File: src/hw/regbuf_pkg.sv
// Constants shared by the registered buffer and its error log
package regbuf_pkg;
  localparam int WIDE_BITS = 25;
  localparam int NARROW_BITS = 14;
  localparam int LOG_DEPTH = 32;
  // Data positions per pin arrangement, bit n is input n+1
  localparam logic [24:0] MASK_WIDE = 25'h1FFFFB6;
  localparam logic [24:0] MASK_NARROW_A = 25'h0003FB6;
  localparam logic [24:0] MASK_NARROW_B = 25'h0001BBF;
  localparam logic [24:0] DATA_RESET = 25'h0000000;
  localparam logic [13:0] NARROW_RESET = 14'h0000;
  localparam logic [1:0] ERR_HOLD_CYCLES = 2'h2;

  typedef enum logic [1:0] {
    ERR_IDLE = 2'b01,
    ERR_HOLD = 2'b10
  } err_state_t;

  function automatic logic [24:0] data_mask(input logic fanout,
                                            input logic half);
    if (!fanout)
      return MASK_WIDE;
    return half ? MASK_NARROW_B : MASK_NARROW_A;
  endfunction
endpackage

File: src/hw/error_log_fifo.sv
// Error log FIFO with registered output stage
`timescale 1ns/100ps
module error_log_fifo
  import regbuf_pkg::*;
#(
  parameter int WIDTH = WIDE_BITS,
  parameter int DEPTH = LOG_DEPTH
)(
  input  wire logic             ref_clk,
  input  wire logic             rst_n,
  input  wire logic             inValid,
  output logic                  inReady,
  input  wire logic [WIDTH-1:0] inData,
  output logic                  outValid,
  input  wire logic             outReady,
  output logic      [WIDTH-1:0] outData
);
  localparam int AW = $clog2(DEPTH);
  localparam logic [AW:0] FULL_COUNT = (AW+1)'(DEPTH);

  logic [WIDTH-1:0] mem [DEPTH];
  logic [AW-1:0]    wrPtr;
  logic [AW-1:0]    rdPtr;
  logic [AW:0]      count;
  logic             push;
  logic             pop;

  // ********************************************************
  // Pointers and count
  // ********************************************************
  // Pop moves a word into the output stage whenever it is free
  assign inReady = (count != FULL_COUNT);
  assign push = inValid && inReady;
  assign pop = (count != '0) && (!outValid || outReady);

  always_ff @(posedge ref_clk)
  begin
    if (push)
      mem[wrPtr] <= inData;
  end

  always_ff @(posedge ref_clk)
  begin
    if (!rst_n)
    begin
      wrPtr <= '0;
      rdPtr <= '0;
      count <= '0;
    end
    else
    begin
      if (push)
        wrPtr <= AW'(wrPtr + 1'b1);
      if (pop)
        rdPtr <= AW'(rdPtr + 1'b1);
      count <= (AW+1)'(count + push - pop);
    end
  end

  always_ff @(posedge ref_clk)
  begin
    if (!rst_n)
    begin
      outValid <= 1'b0;
      outData <= '0;
    end
    else if (pop)
    begin
      outValid <= 1'b1;
      outData <= mem[rdPtr];
    end
    else if (outReady)
      outValid <= 1'b0;
  end
endmodule

File: src/hw/registered_buffer_parity_check.sv
// Registered address buffer with delayed input parity check
`timescale 1ns/100ps
module registered_buffer_parity_check
  import regbuf_pkg::*;
#(
  parameter int DATA_BITS = WIDE_BITS,
  parameter int PAIR_BITS = NARROW_BITS,
  parameter int LOG_WORDS = LOG_DEPTH
)(
  input  wire logic                 ref_clk,
  input  wire logic                 rst_n,
  input  wire logic [DATA_BITS-1:0] bufferedDataInputs,
  input  wire logic                 primaryChipSelectIn,
  input  wire logic                 secondaryChipSelectIn,
  input  wire logic                 onDieTermIn,
  input  wire logic                 clockEnableIn,
  input  wire logic                 parityBitIn,
  input  wire logic                 halfSelectIn,
  input  wire logic                 fanoutSelectIn,
  input  wire logic                 errLogReady,
  output logic      [DATA_BITS-1:0] registeredOutputs,
  output logic      [PAIR_BITS-1:0] registeredOutputsB,
  output logic                      chipSelectOut,
  output logic                      chipSelectOutB,
  output logic                      onDieTermOut,
  output logic                      onDieTermOutB,
  output logic                      clockEnableOut,
  output logic                      clockEnableOutB,
  output logic                      partialParityOut,
  output logic                      parityErrorOutN,
  output logic                      parityErrorOe,
  output logic                      errLogValid,
  output logic      [DATA_BITS-1:0] errLogData,
  output logic                      errLogSpace
);
  logic [DATA_BITS-1:0] mask;
  logic                 accept;
  logic                 xor0;
  logic                 xor1;
  logic                 acc0;
  logic                 acc1;
  logic [DATA_BITS-1:0] word0;
  logic [DATA_BITS-1:0] word1;
  logic                 chk;
  logic                 chkAcc;
  logic [DATA_BITS-1:0] chkWord;
  logic                 internalLowPowerFlag;
  logic                 errFound;
  err_state_t           errState;
  logic [1:0]           holdCnt;
  logic                 logReady;
  logic                 logPush;

  // ********************************************************
  // Input qualification
  // ********************************************************
  assign mask = data_mask(fanoutSelectIn, halfSelectIn);
  // Both selects high means no command: hold outputs to save power
  assign accept = !(primaryChipSelectIn && secondaryChipSelectIn);

  // ********************************************************
  // Output registers
  // ********************************************************
  // Unused positions follow the mask and stay low
  always_ff @(posedge ref_clk)
  begin
    if (!rst_n)
    begin
      registeredOutputs <= DATA_RESET;
      registeredOutputsB <= NARROW_RESET;
      onDieTermOut <= 1'b0;
      onDieTermOutB <= 1'b0;
      clockEnableOut <= 1'b0;
      clockEnableOutB <= 1'b0;
    end
    else if (accept)
    begin
      registeredOutputs <= bufferedDataInputs & mask;
      registeredOutputsB <= fanoutSelectIn ?
        PAIR_BITS'(bufferedDataInputs & mask) : NARROW_RESET;
      onDieTermOut <= onDieTermIn;
      onDieTermOutB <= fanoutSelectIn & onDieTermIn;
      clockEnableOut <= clockEnableIn;
      clockEnableOutB <= fanoutSelectIn & clockEnableIn;
    end
  end

  // Select copies ignore gating so the memory sees every deselect
  always_ff @(posedge ref_clk)
  begin
    if (!rst_n)
    begin
      chipSelectOut <= 1'b0;
      chipSelectOutB <= 1'b0;
    end
    else
    begin
      chipSelectOut <= primaryChipSelectIn;
      chipSelectOutB <= fanoutSelectIn & primaryChipSelectIn;
    end
  end

  // ********************************************************
  // Parity pipeline
  // ********************************************************
  // Controls and selects never enter the XOR
  always_ff @(posedge ref_clk)
  begin
    if (!rst_n)
    begin
      xor0 <= 1'b0;
      xor1 <= 1'b0;
      acc0 <= 1'b0;
      acc1 <= 1'b0;
      word0 <= DATA_RESET;
      word1 <= DATA_RESET;
    end
    else
    begin
      xor0 <= ^(bufferedDataInputs & mask);
      acc0 <= accept;
      word0 <= bufferedDataInputs & mask;
      xor1 <= xor0;
      acc1 <= acc0;
      word1 <= word0;
    end
  end

  // Parity bit lags one cycle, or two on the second device
  always_ff @(posedge ref_clk)
  begin
    if (!rst_n)
    begin
      chk <= 1'b0;
      chkAcc <= 1'b0;
      chkWord <= DATA_RESET;
    end
    else
    begin
      chk <= (halfSelectIn ? xor1 : xor0) ^ parityBitIn;
      chkAcc <= halfSelectIn ? acc1 : acc0;
      chkWord <= halfSelectIn ? word1 : word0;
    end
  end

  assign internalLowPowerFlag = !chkAcc;
  assign errFound = chkAcc && chk;

  always_ff @(posedge ref_clk)
  begin
    if (!rst_n)
      partialParityOut <= 1'b0;
    else if (chkAcc)
      partialParityOut <= chk;
  end

  // ********************************************************
  // Error output
  // ********************************************************
  // On the second device the parity input carries the first
  // device's partial parity, so this output is the combined one
  always_ff @(posedge ref_clk)
  begin
    if (!rst_n)
    begin
      errState <= ERR_IDLE;
      holdCnt <= 2'h0;
      parityErrorOutN <= 1'b1;
      parityErrorOe <= 1'b0;
    end
    else
    begin
      case (errState)
        ERR_IDLE:
        begin
          if (errFound)
          begin
            errState <= ERR_HOLD;
            holdCnt <= 2'(ERR_HOLD_CYCLES - 2'h1);
            parityErrorOutN <= 1'b0;
            parityErrorOe <= 1'b1;
          end
        end
        ERR_HOLD:
        begin
          if (holdCnt != 2'h0)
            holdCnt <= 2'(holdCnt - 2'h1);
          else if (errFound)
            holdCnt <= 2'(ERR_HOLD_CYCLES - 2'h1);
          else if (!internalLowPowerFlag)
          begin
            errState <= ERR_IDLE;
            parityErrorOutN <= 1'b1;
            parityErrorOe <= 1'b0;
          end
        end
        default:
        begin
          errState <= ERR_IDLE;
          parityErrorOutN <= 1'b1;
          parityErrorOe <= 1'b0;
        end
      endcase
    end
  end

  // ********************************************************
  // Failing word log
  // ********************************************************
  // A full log drops words; errLogSpace lets the reader see it
  assign logPush = errFound;

  error_log_fifo #(
    .WIDTH (DATA_BITS),
    .DEPTH (LOG_WORDS)
  ) u_log (
    .ref_clk  (ref_clk),
    .rst_n    (rst_n),
    .inValid  (logPush),
    .inReady  (logReady),
    .inData   (chkWord),
    .outValid (errLogValid),
    .outReady (errLogReady),
    .outData  (errLogData)
  );

  always_ff @(posedge ref_clk)
  begin
    if (!rst_n)
      errLogSpace <= 1'b0;
    else
      errLogSpace <= logReady;
  end
endmodule

File: config.mk
export PLATFORM = sky130hd
export DESIGN_NAME = registered_buffer_parity_check
export DESIGN_NICKNAME = d
export VERILOG_FILES = /design/src/hw/regbuf_pkg.sv /design/src/hw/error_log_fifo.sv /design/src/hw/registered_buffer_parity_check.sv
export SDC_FILE = /design/constraint.sdc
export NUM_CORES = 1
export LEC_CHECK = 0
export BUFFER_PORTS_ARGS = -buffer_cell sky130_fd_sc_hd__buf_2
export CORE_MARGIN = 4
export CORE_UTILIZATION = 30
export DETAILED_ROUTE_END_ITERATION = 8
export PLACE_DENSITY = 0.53
export SLEW_MARGIN = 20
export SYNTH_ARGS = -nofsm -noshare
export SYNTH_HDL_FRONTEND = slang
export SYNTH_SLANG_ARGS = --single-unit
export TNS_END_PERCENT = 100
File: constraint.sdc
create_clock -name ref_clk -period 3.9 [get_ports ref_clk]
set_input_delay 0.78 -clock ref_clk [delete_from_list [all_inputs] [get_ports ref_clk]]
set_output_delay 0.78 -clock ref_clk [all_outputs]
set_load 0.03 [all_outputs]
==> impl_metrics.env, run 1 <==
export IMPL_status="complete, no violations"
export IMPL_pwr_share_clk_pct=36.4
export IMPL_p_per_area_nw_per_um2=592
export IMPL_cts_resized_gates=0
export IMPL_regArea_um2=26500
export IMPL_yosysSeqAreaShare_pct=73.7
export IMPL_sequentialPowerShare_pct=45.8
export IMPL_routed_wl_um=84800
export IMPL_ys_warn_count=0
export IMPL_swShare_pct=26.4
export IMPL_path_clk_slew_ps=60
export IMPL_hold_path_class="input pin to flip-flop"
export IMPL_placedCellCount=3721
export IMPL_rows=126
export IMPL_synth_ff_type="edfxtp_1"
export IMPL_crit_family="simple AND/OR/NAND/NOR gates"
export IMPL_grt_pass1_wl_um=126000
export IMPL_fp_dieH_um=354
export IMPL_portBuffers=105
export IMPL_antenna_found_initial=1
export IMPL_comb_power_share_pct=17.8
export IMPL_h_tree_depth=3
export IMPL_skew_ps=35.6
export IMPL_finalSetupTns_ps=0
export IMPL_grt_max_degree=97
export IMPL_layout_common_cells="edfxtp_1, mux2i_1, dfxtp_1, nand2_1, buf_2"
export IMPL_internal_power_mw=18.1
export IMPL_start_kind="flip-flop"
export IMPL_synth_cell_area_um2=35800
export IMPL_drt_iter0_markers=1459
export IMPL_whs_ps=383
export IMPL_fillers=11107
export IMPL_grt_overflow=0
export IMPL_vias_per_cell=4.77
export IMPL_path_class="flip-flop to flip-flop"
export IMPL_async_flop_share_pct=0
export IMPL_design_core_area_um2=118000
export IMPL_dr_pass1_iters=5
export IMPL_crit_slowest_cell="nor2_2"
export IMPL_power_mw=24.7
export IMPL_insertion_delay_ps=660
export IMPL_die_w_um=354
export IMPL_grt_pass1_vias=19241
export IMPL_hold_violations=0
export IMPL_root_buffer="clkbuf_16"
export IMPL_avgSynthCellArea_um2=17.3
export IMPL_path_buf_inv=3
export IMPL_io_pins=110
export IMPL_synthCells=2070
export IMPL_postCtsSetupRepairBufs=0
export IMPL_cts_hold_fix_buffers=0
export IMPL_cts_made_buffers=93
export IMPL_power_leakage_nw=12.9
export IMPL_synth_edff_count=768
export IMPL_rsz0062_at_grt="no"
export IMPL_slew_headroom_pct=31.3
export IMPL_tightest_slew_ps=1030
export IMPL_initial_utilization_pct=30.3
export IMPL_slowest_delay_ps=590
export IMPL_synth_cell_types=46
export IMPL_grt_usage_pct=13.4
export IMPL_fmax_mhz=383
export IMPL_ir_drop_v=0.000487
export IMPL_drv_cap=0
export IMPL_cts_tree="done"
export IMPL_slew_violations=0
export IMPL_route_detailed_drc=0
export IMPL_period_share_pct=66.9
export IMPL_post_drt_wl_per_cell_um=21.8
export IMPL_crit_fanout=10
export IMPL_die_area_um2=125000
export IMPL_clk_path_buf_depth=3
export IMPL_vias=18581
export IMPL_cts_sinks=936
export IMPL_stdcell_count=3897
export IMPL_fin_area_um2=41700
export IMPL_syn_to_final_growth_pct=16.2
export IMPL_switchingPower_mw=6.52
export IMPL_cp_end_kind="flip-flop"
export IMPL_postPlaceCellArea_um2=38500
export IMPL_gp_congestion=0.754
export IMPL_worstPathCellList="inv_1 > ha_1 > and4_1 > nor2_2 > buf_4 > nand2_1 > nor2_2 > buf_4"
export IMPL_multi_input_area_um2=8900
export IMPL_report_final_setup_viol=0
export IMPL_yosys_register_bits=936
export IMPL_ant_nets=0
export IMPL_final_common_cell="edfxtp_1"
export IMPL_crit_required_ps=4240
export IMPL_arrival_ps=2940
export IMPL_final_net_count=2268
export IMPL_period_needed_ps=2610
export IMPL_hpwlAfterDp_um=49800
export IMPL_layout_drive_gt1_share_pct=21.8
[worst paths after layout]
| check | startpoint | end | slack [ps] | depth (start not counted) |
|---|---|---|---|---|
| max | u_log.count[4]$_SDFF_PN0_ | u_log.mem[31][12]$_DFFE_PP_ | 1290 | 8 |
| min | primaryChipSelectIn | chipSelectOut$_SDFF_PN0_ | 380 | 2 |
| max reg2reg | u_log.count[4]$_SDFF_PN0_ | u_log.mem[31][12]$_DFFE_PP_ | 1290 | 8 |
| min reg2reg | word0[8]$_SDFF_PN0_ | word1[8]$_SDFF_PN0_ | 450 | 1 |
[stage by stage]
stage	worst slack, ps	utilization, %
after floorplan	1180	-
after global placement	995	32.6
after detailed placement	1070	32.6
after CTS	1230	35.2
after global routing	1060	35.2
final	1290	35.2
[sequential cells by signal (all words and copies together), names as in the netlist, 2 cells and up]
register	flops
chkWord	24
u_log.mem	768
registeredOutputs	24
u_log.wrPtr	5
u_log.rdPtr	5
u_log.outData	24
word0	24
holdCnt	2
registeredOutputsB	13
u_log.count	6
word1	24
[layout make-up]
class / instances / area share [%]
Tap cell: 1600 / 4.80
Inverter: 16 / 0.144
Clock buffer: 131 / 6.40
Antenna cell: 2 / 0.0120
Multi-Input combinational cell: 994 / 21.4
Sequential cell: 936 / 63.5
Clock inverter: 43 / 1.03
Timing Repair Buffer: 175 / 2.74
[power by group through the flow]
stage / combinational (mW) / sequential [mW] / clock (mW)
2_1_floorplan: 3.03 / 11.6 / 0
3_3_place_gp: 4.40 / 11.5 / 0
3_5_place_dp: 4.43 / 11.5 / 0
4_1_cts: 4.45 / 11.3 / 9.21
5_1_grt: 4.72 / 11.3 / 9.67
6_report: 4.38 / 11.3 / 8.98
[synthesized netlist by cell type (4+ instances only)]
master	n	area (µm²)
buf_1	8	30.0
xnor2_1	20	175
o21ai_0	4	20.0
a22oi_1	74	556
nand2_1	138	518
nor2b_1	35	219
nor2_1	38	143
xor2_1	6	52.6
and2_1	64	400
buf_4	10	75.1
mux2i_1	244	2440
and3_1	6	37.5
nand3b_1	13	97.6
a22o_1	24	210
dfxtp_1	168	3360
a21oi_1	29	145
mux2_2	24	270
nand3_1	64	320
edfxtp_1	768	23100
buf_2	38	190
ha_1	16	200
mux4_2	96	2160
a221oi_1	24	210
clkbuf_1	67	251
inv_1	15	56.3
a21boi_0	44	330
[routing by layer]
metal	vias to the layer above	part of all wire, %	global-route usage (%)
li1	8308	-	-
met1	9606	47	19.6
met2	531	44	20.1
met3	136	6.1	2.72
met4	0	2.5	3.81
met5	-	0	0
[kinds of logic (layout without fill, tap and decap cells)]
group	count (synthesis)	in the layout	share of synthesized area (%)
other	1	5	0.0105
adder cells (fa/ha/maj)	17	17	0.614
multiplexers	364	364	13.6
XOR/XNOR	29	29	0.824
AND/OR/NAND/NOR	375	375	5.18
buffers and inverters	142	365	1.79
flip-flops	936	936	73.7
AO/OA/AOI/OAI	206	206	4.26
Note: power is estimated with default switching activity, not from simulation.
==> inputs of run 2 (changes only) <==
--- a/config.mk
+++ b/config.mk
@@ -9,7 +9,7 @@
 export CORE_MARGIN = 4
 export CORE_UTILIZATION = 30
 export DETAILED_ROUTE_END_ITERATION = 8
-export PLACE_DENSITY = 0.53
+export PLACE_DENSITY = 0.55
 export SLEW_MARGIN = 20
 export SYNTH_ARGS = -nofsm -noshare
 export SYNTH_HDL_FRONTEND = slang
==> constraint.sdc (replaced) <==
create_clock -name ref_clk -period 2.4 [get_ports ref_clk]
set_input_delay 0.48 -clock ref_clk [delete_from_list [all_inputs] [get_ports ref_clk]]
set_output_delay 0.48 -clock ref_clk [all_outputs]
set_load 0.03 [all_outputs]
==> run 2 against run 1 <==
Clock-buffer cell count is 1 higher. Largest power group unchanged. Sequential cell count stayed put. Sequential power is 62% higher. Core utilization is 0.77 points higher. Design area is 2.2% higher. First-iteration DRC count is 0.82% lower. Die area stayed put. Clock power is 60% higher. Register-to-register slack worse by 1200 ps.
==> impl_metrics.env, run 2 (synthesis gave the netlist of run 1 again) <==
export IMPL_dr_pass1_iters=5
export IMPL_final_net_count=2337
export IMPL_whs_ps=78.1
export IMPL_period_share_pct=97.3
export IMPL_design_core_area_um2=118000
export IMPL_slowest_delay_ps=330
export IMPL_initial_utilization_pct=30.3
export IMPL_arrival_ps=2910
export IMPL_fmax_mhz=428
export IMPL_grt_usage_pct=13.7
export IMPL_largest_reg_flops=768
export IMPL_final_common_cell="edfxtp_1"
export IMPL_report_final_setup_viol=0
export IMPL_drv_cap=0
export IMPL_vias=18992
export IMPL_multi_input_area_um2=8970
export IMPL_h_tree_depth=3
export IMPL_clk_path_buf_depth=3
export IMPL_crit_required_ps=2970
export IMPL_cts_made_buffers=94
export IMPL_io_pins=110
export IMPL_layout_common_cells="edfxtp_1, mux2i_1, dfxtp_1, nand2_1, buf_2"
export IMPL_slew_violations=0
export IMPL_fin_ws_ps=64.2
export IMPL_vias_per_cell=4.79
export IMPL_grt_overflow=0
export IMPL_fillers=11049
export IMPL_hold_path_class="input pin to flip-flop"
export IMPL_ant_nets=0
export IMPL_power_leakage_nw=13.3
export IMPL_regArea_um2=26400
export IMPL_power_mw=40.7
export IMPL_portBuffers=105
export IMPL_placedCellCount=3785
export IMPL_slew_headroom_pct=25.3
export IMPL_skew_ps=28.6
export IMPL_start_kind="flip-flop"
export IMPL_path_class="flip-flop to flip-flop"
export IMPL_cp_end_kind="flip-flop"
export IMPL_drt_iter0_markers=1447
export IMPL_tightest_slew_ps=1120
export IMPL_antenna_found_initial=1
export IMPL_grt_max_degree=51
export IMPL_hold_violations=0
export IMPL_fp_dieH_um=354
export IMPL_rsz0062_at_grt="yes"
export IMPL_rows=126
export IMPL_p_per_area_nw_per_um2=956
export IMPL_gp_congestion=0.779
export IMPL_cts_sinks=936
export IMPL_status="complete, no violations"
export IMPL_routed_wl_um=87700
export IMPL_layout_drive_gt1_share_pct=24.2
export IMPL_fin_area_um2=42600
export IMPL_grt_pass1_wl_um=129000
export IMPL_hpwlAfterDp_um=52300
export IMPL_crit_fanout=2
export IMPL_path_clk_slew_ps=60
export IMPL_postPlaceCellArea_um2=39400
export IMPL_worstPathCellList="inv_2 > ha_2 > and4_4 > nor2b_4 > ha_4 > inv_2 > ha_4 > buf_4 > a21o_1 > a21oi_2 > o21bai_1 > a21oi_2 > xor2_1 > and2_1"
export IMPL_cts_tree="done"
export IMPL_stdcell_count=3965
export IMPL_post_drt_wl_per_cell_um=22.1
export IMPL_cts_hold_fix_buffers=0
export IMPL_period_needed_ps=2340
export IMPL_root_buffer="clkbuf_16"
export IMPL_route_detailed_drc=0
export IMPL_grt_pass1_vias=19632
export IMPL_die_area_um2=125000
export IMPL_syn_to_final_growth_pct=18.8
export IMPL_crit_slowest_cell="dfxtp_2"
export IMPL_largest_register="u_log.mem"
export IMPL_die_w_um=354
export IMPL_ir_drop_v=0.000549
export IMPL_insertion_delay_ps=660
export IMPL_post_place_ws_ps=-171
-- run 2: changes by cell type in the layout (fill, tap and decap cells not counted), moves of 6 or more --
| cell | change |
|---|---|
| dfxtp_2 | -17 |
| buf_4 | +34 |
| clkinv_1 | -8 |
| clkinv_2 | +9 |
| dfxtp_1 | +16 |
| buf_12 | +31 |
| inv_1 | -7 |
| clkbuf_1 | +6 |
| inv_2 | +6 |
-- run 2: timing repair --
| item | 4_1_cts | 5_1_grt |
|---|---|---|
| resized for setup | 12 | 18 |
| pin swaps | 4 | 6 |
| setup buffers | 3 | 0 |
| gates cloned | 0 | 1 |
| endpoints found under the setup margin | 3 | 4 |
-- run 2: path summary, 6_finish.rpt --
| check | from | slack [ps] | cells past startpoint | to |
|---|---|---|---|---|
| max | u_log.count[5]$_SDFF_PN0_ | 60 | 14 | u_log.count[5]$_SDFF_PN0_ |
| min | primaryChipSelectIn | 80 | 2 | chipSelectOut$_SDFF_PN0_ |
| max reg2reg | u_log.count[5]$_SDFF_PN0_ | 60 | 14 | u_log.count[5]$_SDFF_PN0_ |
| min reg2reg | word0[9]$_SDFF_PN0_ | 460 | 1 | word1[9]$_SDFF_PN0_ |
-- run 2: worst max-delay path, delay by kind of cell, from the launching register on --
family / cells / cell delay (ps)
xor gates and xnor gates: 1 / 160
AOI/OAI and AO/OA: 4 / 560
buffers and inverters: 3 / 220
adders and majority gates: 3 / 580
and+or+nand+nor: 3 / 430
DFF: 1 / 330
-- run 2: routing by layer --
layer | share of wire, % | track usage [%] | up-vias
li1 | - | - | 8449
met1 | 46 | 19.5 | 9789
met2 | 45 | 21.2 | 605
met3 | 6.9 | 3.06 | 149
met4 | 2.5 | 3.88 | 0
met5 | 0 | 0 | -
-- run 2: layout make-up --
| class | count | area share, % |
|---|---|---|
| clock inverters | 42 | 0.961 |
| diodes | 2 | 0.0118 |
| repair buffers | 243 | 4.85 |
| well taps | 1600 | 4.70 |
| inverters | 16 | 0.147 |
| flip-flops and latches | 936 | 62.1 |
| clock buffers | 132 | 6.15 |
| multi-input cells | 994 | 21.1 |
-- run 2: stage by stage --
stage	setup TNS, ps	util (%)
finish	0	36.0
floorplan	-136950	-
CTS	0	35.9
global route	-39.6	36.0
global placement	-226	33.3
detailed placement	-295	33.3
-- run 2: power by group --
group / switching, mW / leakage [nW] / internal, mW
registers: 0.440 / 7.73 / 17.8
logic: 4.44 / 4.09 / 3.58
clock network: 6.02 / 1.50 / 8.37
total: 10.9 / 13.3 / 29.8
==> inputs of run 3 (changes only) <==
--- a/config.mk
+++ b/config.mk
@@ -5,6 +5,7 @@
 export SDC_FILE = /design/constraint.sdc
 export NUM_CORES = 1
 export LEC_CHECK = 0
+export ABC_AREA = 1
 export BUFFER_PORTS_ARGS = -buffer_cell sky130_fd_sc_hd__buf_2
 export CORE_MARGIN = 4
 export CORE_UTILIZATION = 30
==> run 3 against run 2 <==
First-iteration DRC count increased by 48%. Clock power barely moved. Via count up 28%. Design area up 1.7%. Area after synthesis up 3.3%. Clock skew down 1.1 ps. Worst setup slack improved by 80 ps. Routed wire length grew 5.2%. Register-to-register slack improved by 80 ps. Worst hold slack worse by 20 ps. Sequential share of layout area down 1.0 points. Critical path type unchanged.
==> impl_metrics.env, run 3 <==
export IMPL_status="complete, no violations"
export IMPL_ir_drop_v=0.000554
export IMPL_cts_made_buffers=91
export IMPL_hp_start="primaryChipSelectIn"
export IMPL_gp_congestion=0.772
export IMPL_report_final_setup_viol=0
export IMPL_cts_sinks=936
export IMPL_placedCellCount=4988
export IMPL_vias_per_cell=4.72
export IMPL_worstReg2RegEnd="u_log.mem[4][7]$_DFFE_PP_"
export IMPL_hold_depth=3
export IMPL_final_common_cell="edfxtp_1"
export IMPL_grt_pass1_wl_um=141000
export IMPL_min_to="chipSelectOut$_SDFF_PN0_"
export IMPL_crit_required_ps=2740
export IMPL_rsz0062_at_grt="yes"
export IMPL_tightest_slew_ps=731
export IMPL_async_flop_share_pct=0
export IMPL_synth_edff_count=768
export IMPL_r2r_slack_ps=140
export IMPL_insertion_delay_ps=660
export IMPL_stdcell_count=5158
export IMPL_synth_top_area_cell="edfxtp_1"
export IMPL_synth_area_top_cells="edfxtp_1, dfxtp_1, nand2_1, nor2_1, nand3_1"
export IMPL_yosysMostFrequentCell="edfxtp_1"
export IMPL_ant_nets=0
export IMPL_avgSynthCellArea_um2=11.1
export IMPL_grt_max_degree=132
export IMPL_path_clk_slew_ps=60
export IMPL_hold_path_class="input pin to flip-flop"
export IMPL_grt_overflow=0
export IMPL_ys_warn_count=0
export IMPL_grt_pass1_vias=23007
export IMPL_worstReg2RegStart="u_log.count[2]$_SDFF_PN0_"
export IMPL_design_core_area_um2=122000
export IMPL_start_kind="flip-flop"
export IMPL_hold_violations=0
export IMPL_crit_fanout=24
export IMPL_io_pins=110
export IMPL_hpwlAfterDp_um=53400
export IMPL_antenna_found_initial=2
export IMPL_final_net_count=3508
export IMPL_synth_cell_area_um2=37000
export IMPL_synth_common_cells="edfxtp_1, nand2_1, nor2_1"
export IMPL_arrival_ps=2590
export IMPL_finalSetupTns_ps=0
export IMPL_period_needed_ps=2260
export IMPL_synthCells=3331
export IMPL_rows=128
export IMPL_layout_drive_gt1_share_pct=11.6
export IMPL_layout_common_cells="edfxtp_1, nand2_1, nor2_1, nand3_1, o21ai_0"
export IMPL_portBuffers=105
export IMPL_skew_ps=27.6
export IMPL_syn_to_final_growth_pct=16.8
export IMPL_drv_cap=0
export IMPL_synth_cell_types=31
export IMPL_largest_register="u_log.mem"
export IMPL_h_tree_depth=3
export IMPL_clk_path_buf_depth=3
export IMPL_postCtsSetupRepairBufs=0
export IMPL_fp_dieH_um=359
export IMPL_initial_utilization_pct=30.3
export IMPL_yosysSeqAreaShare_pct=71.3
export IMPL_period_share_pct=94.0
export IMPL_yosys_register_bits=936
export IMPL_fmax_mhz=443
export IMPL_power_leakage_nw=15.8
export IMPL_fillers=11938
export IMPL_power_mw=41.7
export IMPL_slew_headroom_pct=51.3
export IMPL_cp_end_kind="flip-flop"
export IMPL_vias=24343
export IMPL_root_buffer="clkbuf_16"
export IMPL_path_class="flip-flop to flip-flop"
export IMPL_p_per_area_nw_per_um2=963
export IMPL_grt_usage_pct=13.9
export IMPL_route_detailed_drc=0
export IMPL_die_area_um2=129000
export IMPL_cts_tree="done"
export IMPL_antennaDiodeCount=0
export IMPL_dr_pass1_iters=5
export IMPL_slew_violations=0
export IMPL_routed_wl_um=92300
export IMPL_post_drt_wl_per_cell_um=17.9
export IMPL_die_w_um=359
export IMPL_rr_worst_depth=9
export IMPL_drt_iter0_markers=2139
export IMPL_largest_reg_flops=768
export IMPL_cts_hold_fix_buffers=0
export IMPL_synth_ff_type="edfxtp_1"
export IMPL_synth_top_area_share_pct=62.3
==> run 3: cell types whose count changed after synthesis, sizes merged, moves of 44 or more <==
cell	change
inv	+85
buf	+48
and2	-64
a21boi	-44
mux2i	-243
mux4	-96
nor2	+557
a22oi	-74
nand2	+491
o21ai	+332
a21oi	+101
nand3	+271
==> run 3: routing by layer <==
metal | track usage [%] | wire [µm]
met5 | 0 | 7
met3 | 2.98 | 6310
met2 | 21.2 | 40900
met4 | 3.35 | 1880
met1 | 20.1 | 43200
==> run 3: cell type report <==
cell class              count  area, µm²  share of cell area [%]
repair buffers            231       2170                    5.02
multi-input cells        2095       9310                    21.5
inverters                 101        397                   0.916
clock buffers             128       2530                    5.84
flip-flops and latches    936      26400                    61.1
well taps                1625       2030                    4.70
clock inverters            42        402                   0.928
==> run 3: worst max-delay path by stage <==
stage / from / end / cells past startpoint
detailed placement: errLogReady / u_log.count[4]$_SDFF_PN0_ / 14
finish: u_log.count[2]$_SDFF_PN0_ / u_log.mem[4][7]$_DFFE_PP_ / 9
global route: u_log.count[2]$_SDFF_PN0_ / u_log.count[4]$_SDFF_PN0_ / 14
floorplan: u_log.count[2]$_SDFF_PN0_ / u_log.mem[3][0]$_DFFE_PP_ / 5
CTS: u_log.count[2]$_SDFF_PN0_ / u_log.count[4]$_SDFF_PN0_ / 14
global placement: errLogReady / u_log.count[4]$_SDFF_PN0_ / 14
==> run 3: kinds of logic (layout without fill, tap and decap cells) <==
kind of cell | Yosys count | after routing | synth area share (%)
AO/OA/AOI/OAI | 495 | 495 | 6.90
XOR/XNOR | 1 | 1 | 0.0236
adder cells (fa/ha/maj) | 17 | 17 | 0.594
buffers and inverters | 302 | 502 | 3.87
flip-flops | 936 | 936 | 71.3
multiplexers | 1 | 1 | 0.0270
other | 1 | 3 | 0.0101
AND/OR/NAND/NOR | 1578 | 1578 | 17.2
==> run 3: stage by stage <==
stage | setup slack (ps) | utilization, % | hold slack [ps] | area, µm²
after floorplan | -572 | - | 404 | 37100
after global placement | -45.8 | 33.0 | 406 | 40300
after detailed placement | 4.60 | 33.0 | 412 | 40300
after CTS | 81.7 | 35.4 | 11.4 | 43300
after global routing | -6.06 | 35.4 | 45.0 | 43300
final | 145 | 35.4 | 58.5 | 43300
==> run 3: power by group <==
part,internal [mW],total (mW),switching [mW],leakage (nW)
combinational,2.95,9.49,6.54,6.02
clock,7.94,14.1,6.11,1.43
sequential,17.9,18.1,0.206,8.36
==> run 3: repair_timing <==
item                                   4_1_cts  5_1_grt
setup endpoints to repair                    0        3
endpoints found under the hold margin        0        0
resized for setup                            0        9
==> run 3: worst max-delay path, cell delays in order (launching register included) <==
cell and delay [ps]:
dfxtp_1 340, inv_1 70, ha_2 190, nand4_1 130
nand2_1 90, inv_1 90, buf_4 140, nand2_1 350
nor2_2 270, buf_12 250
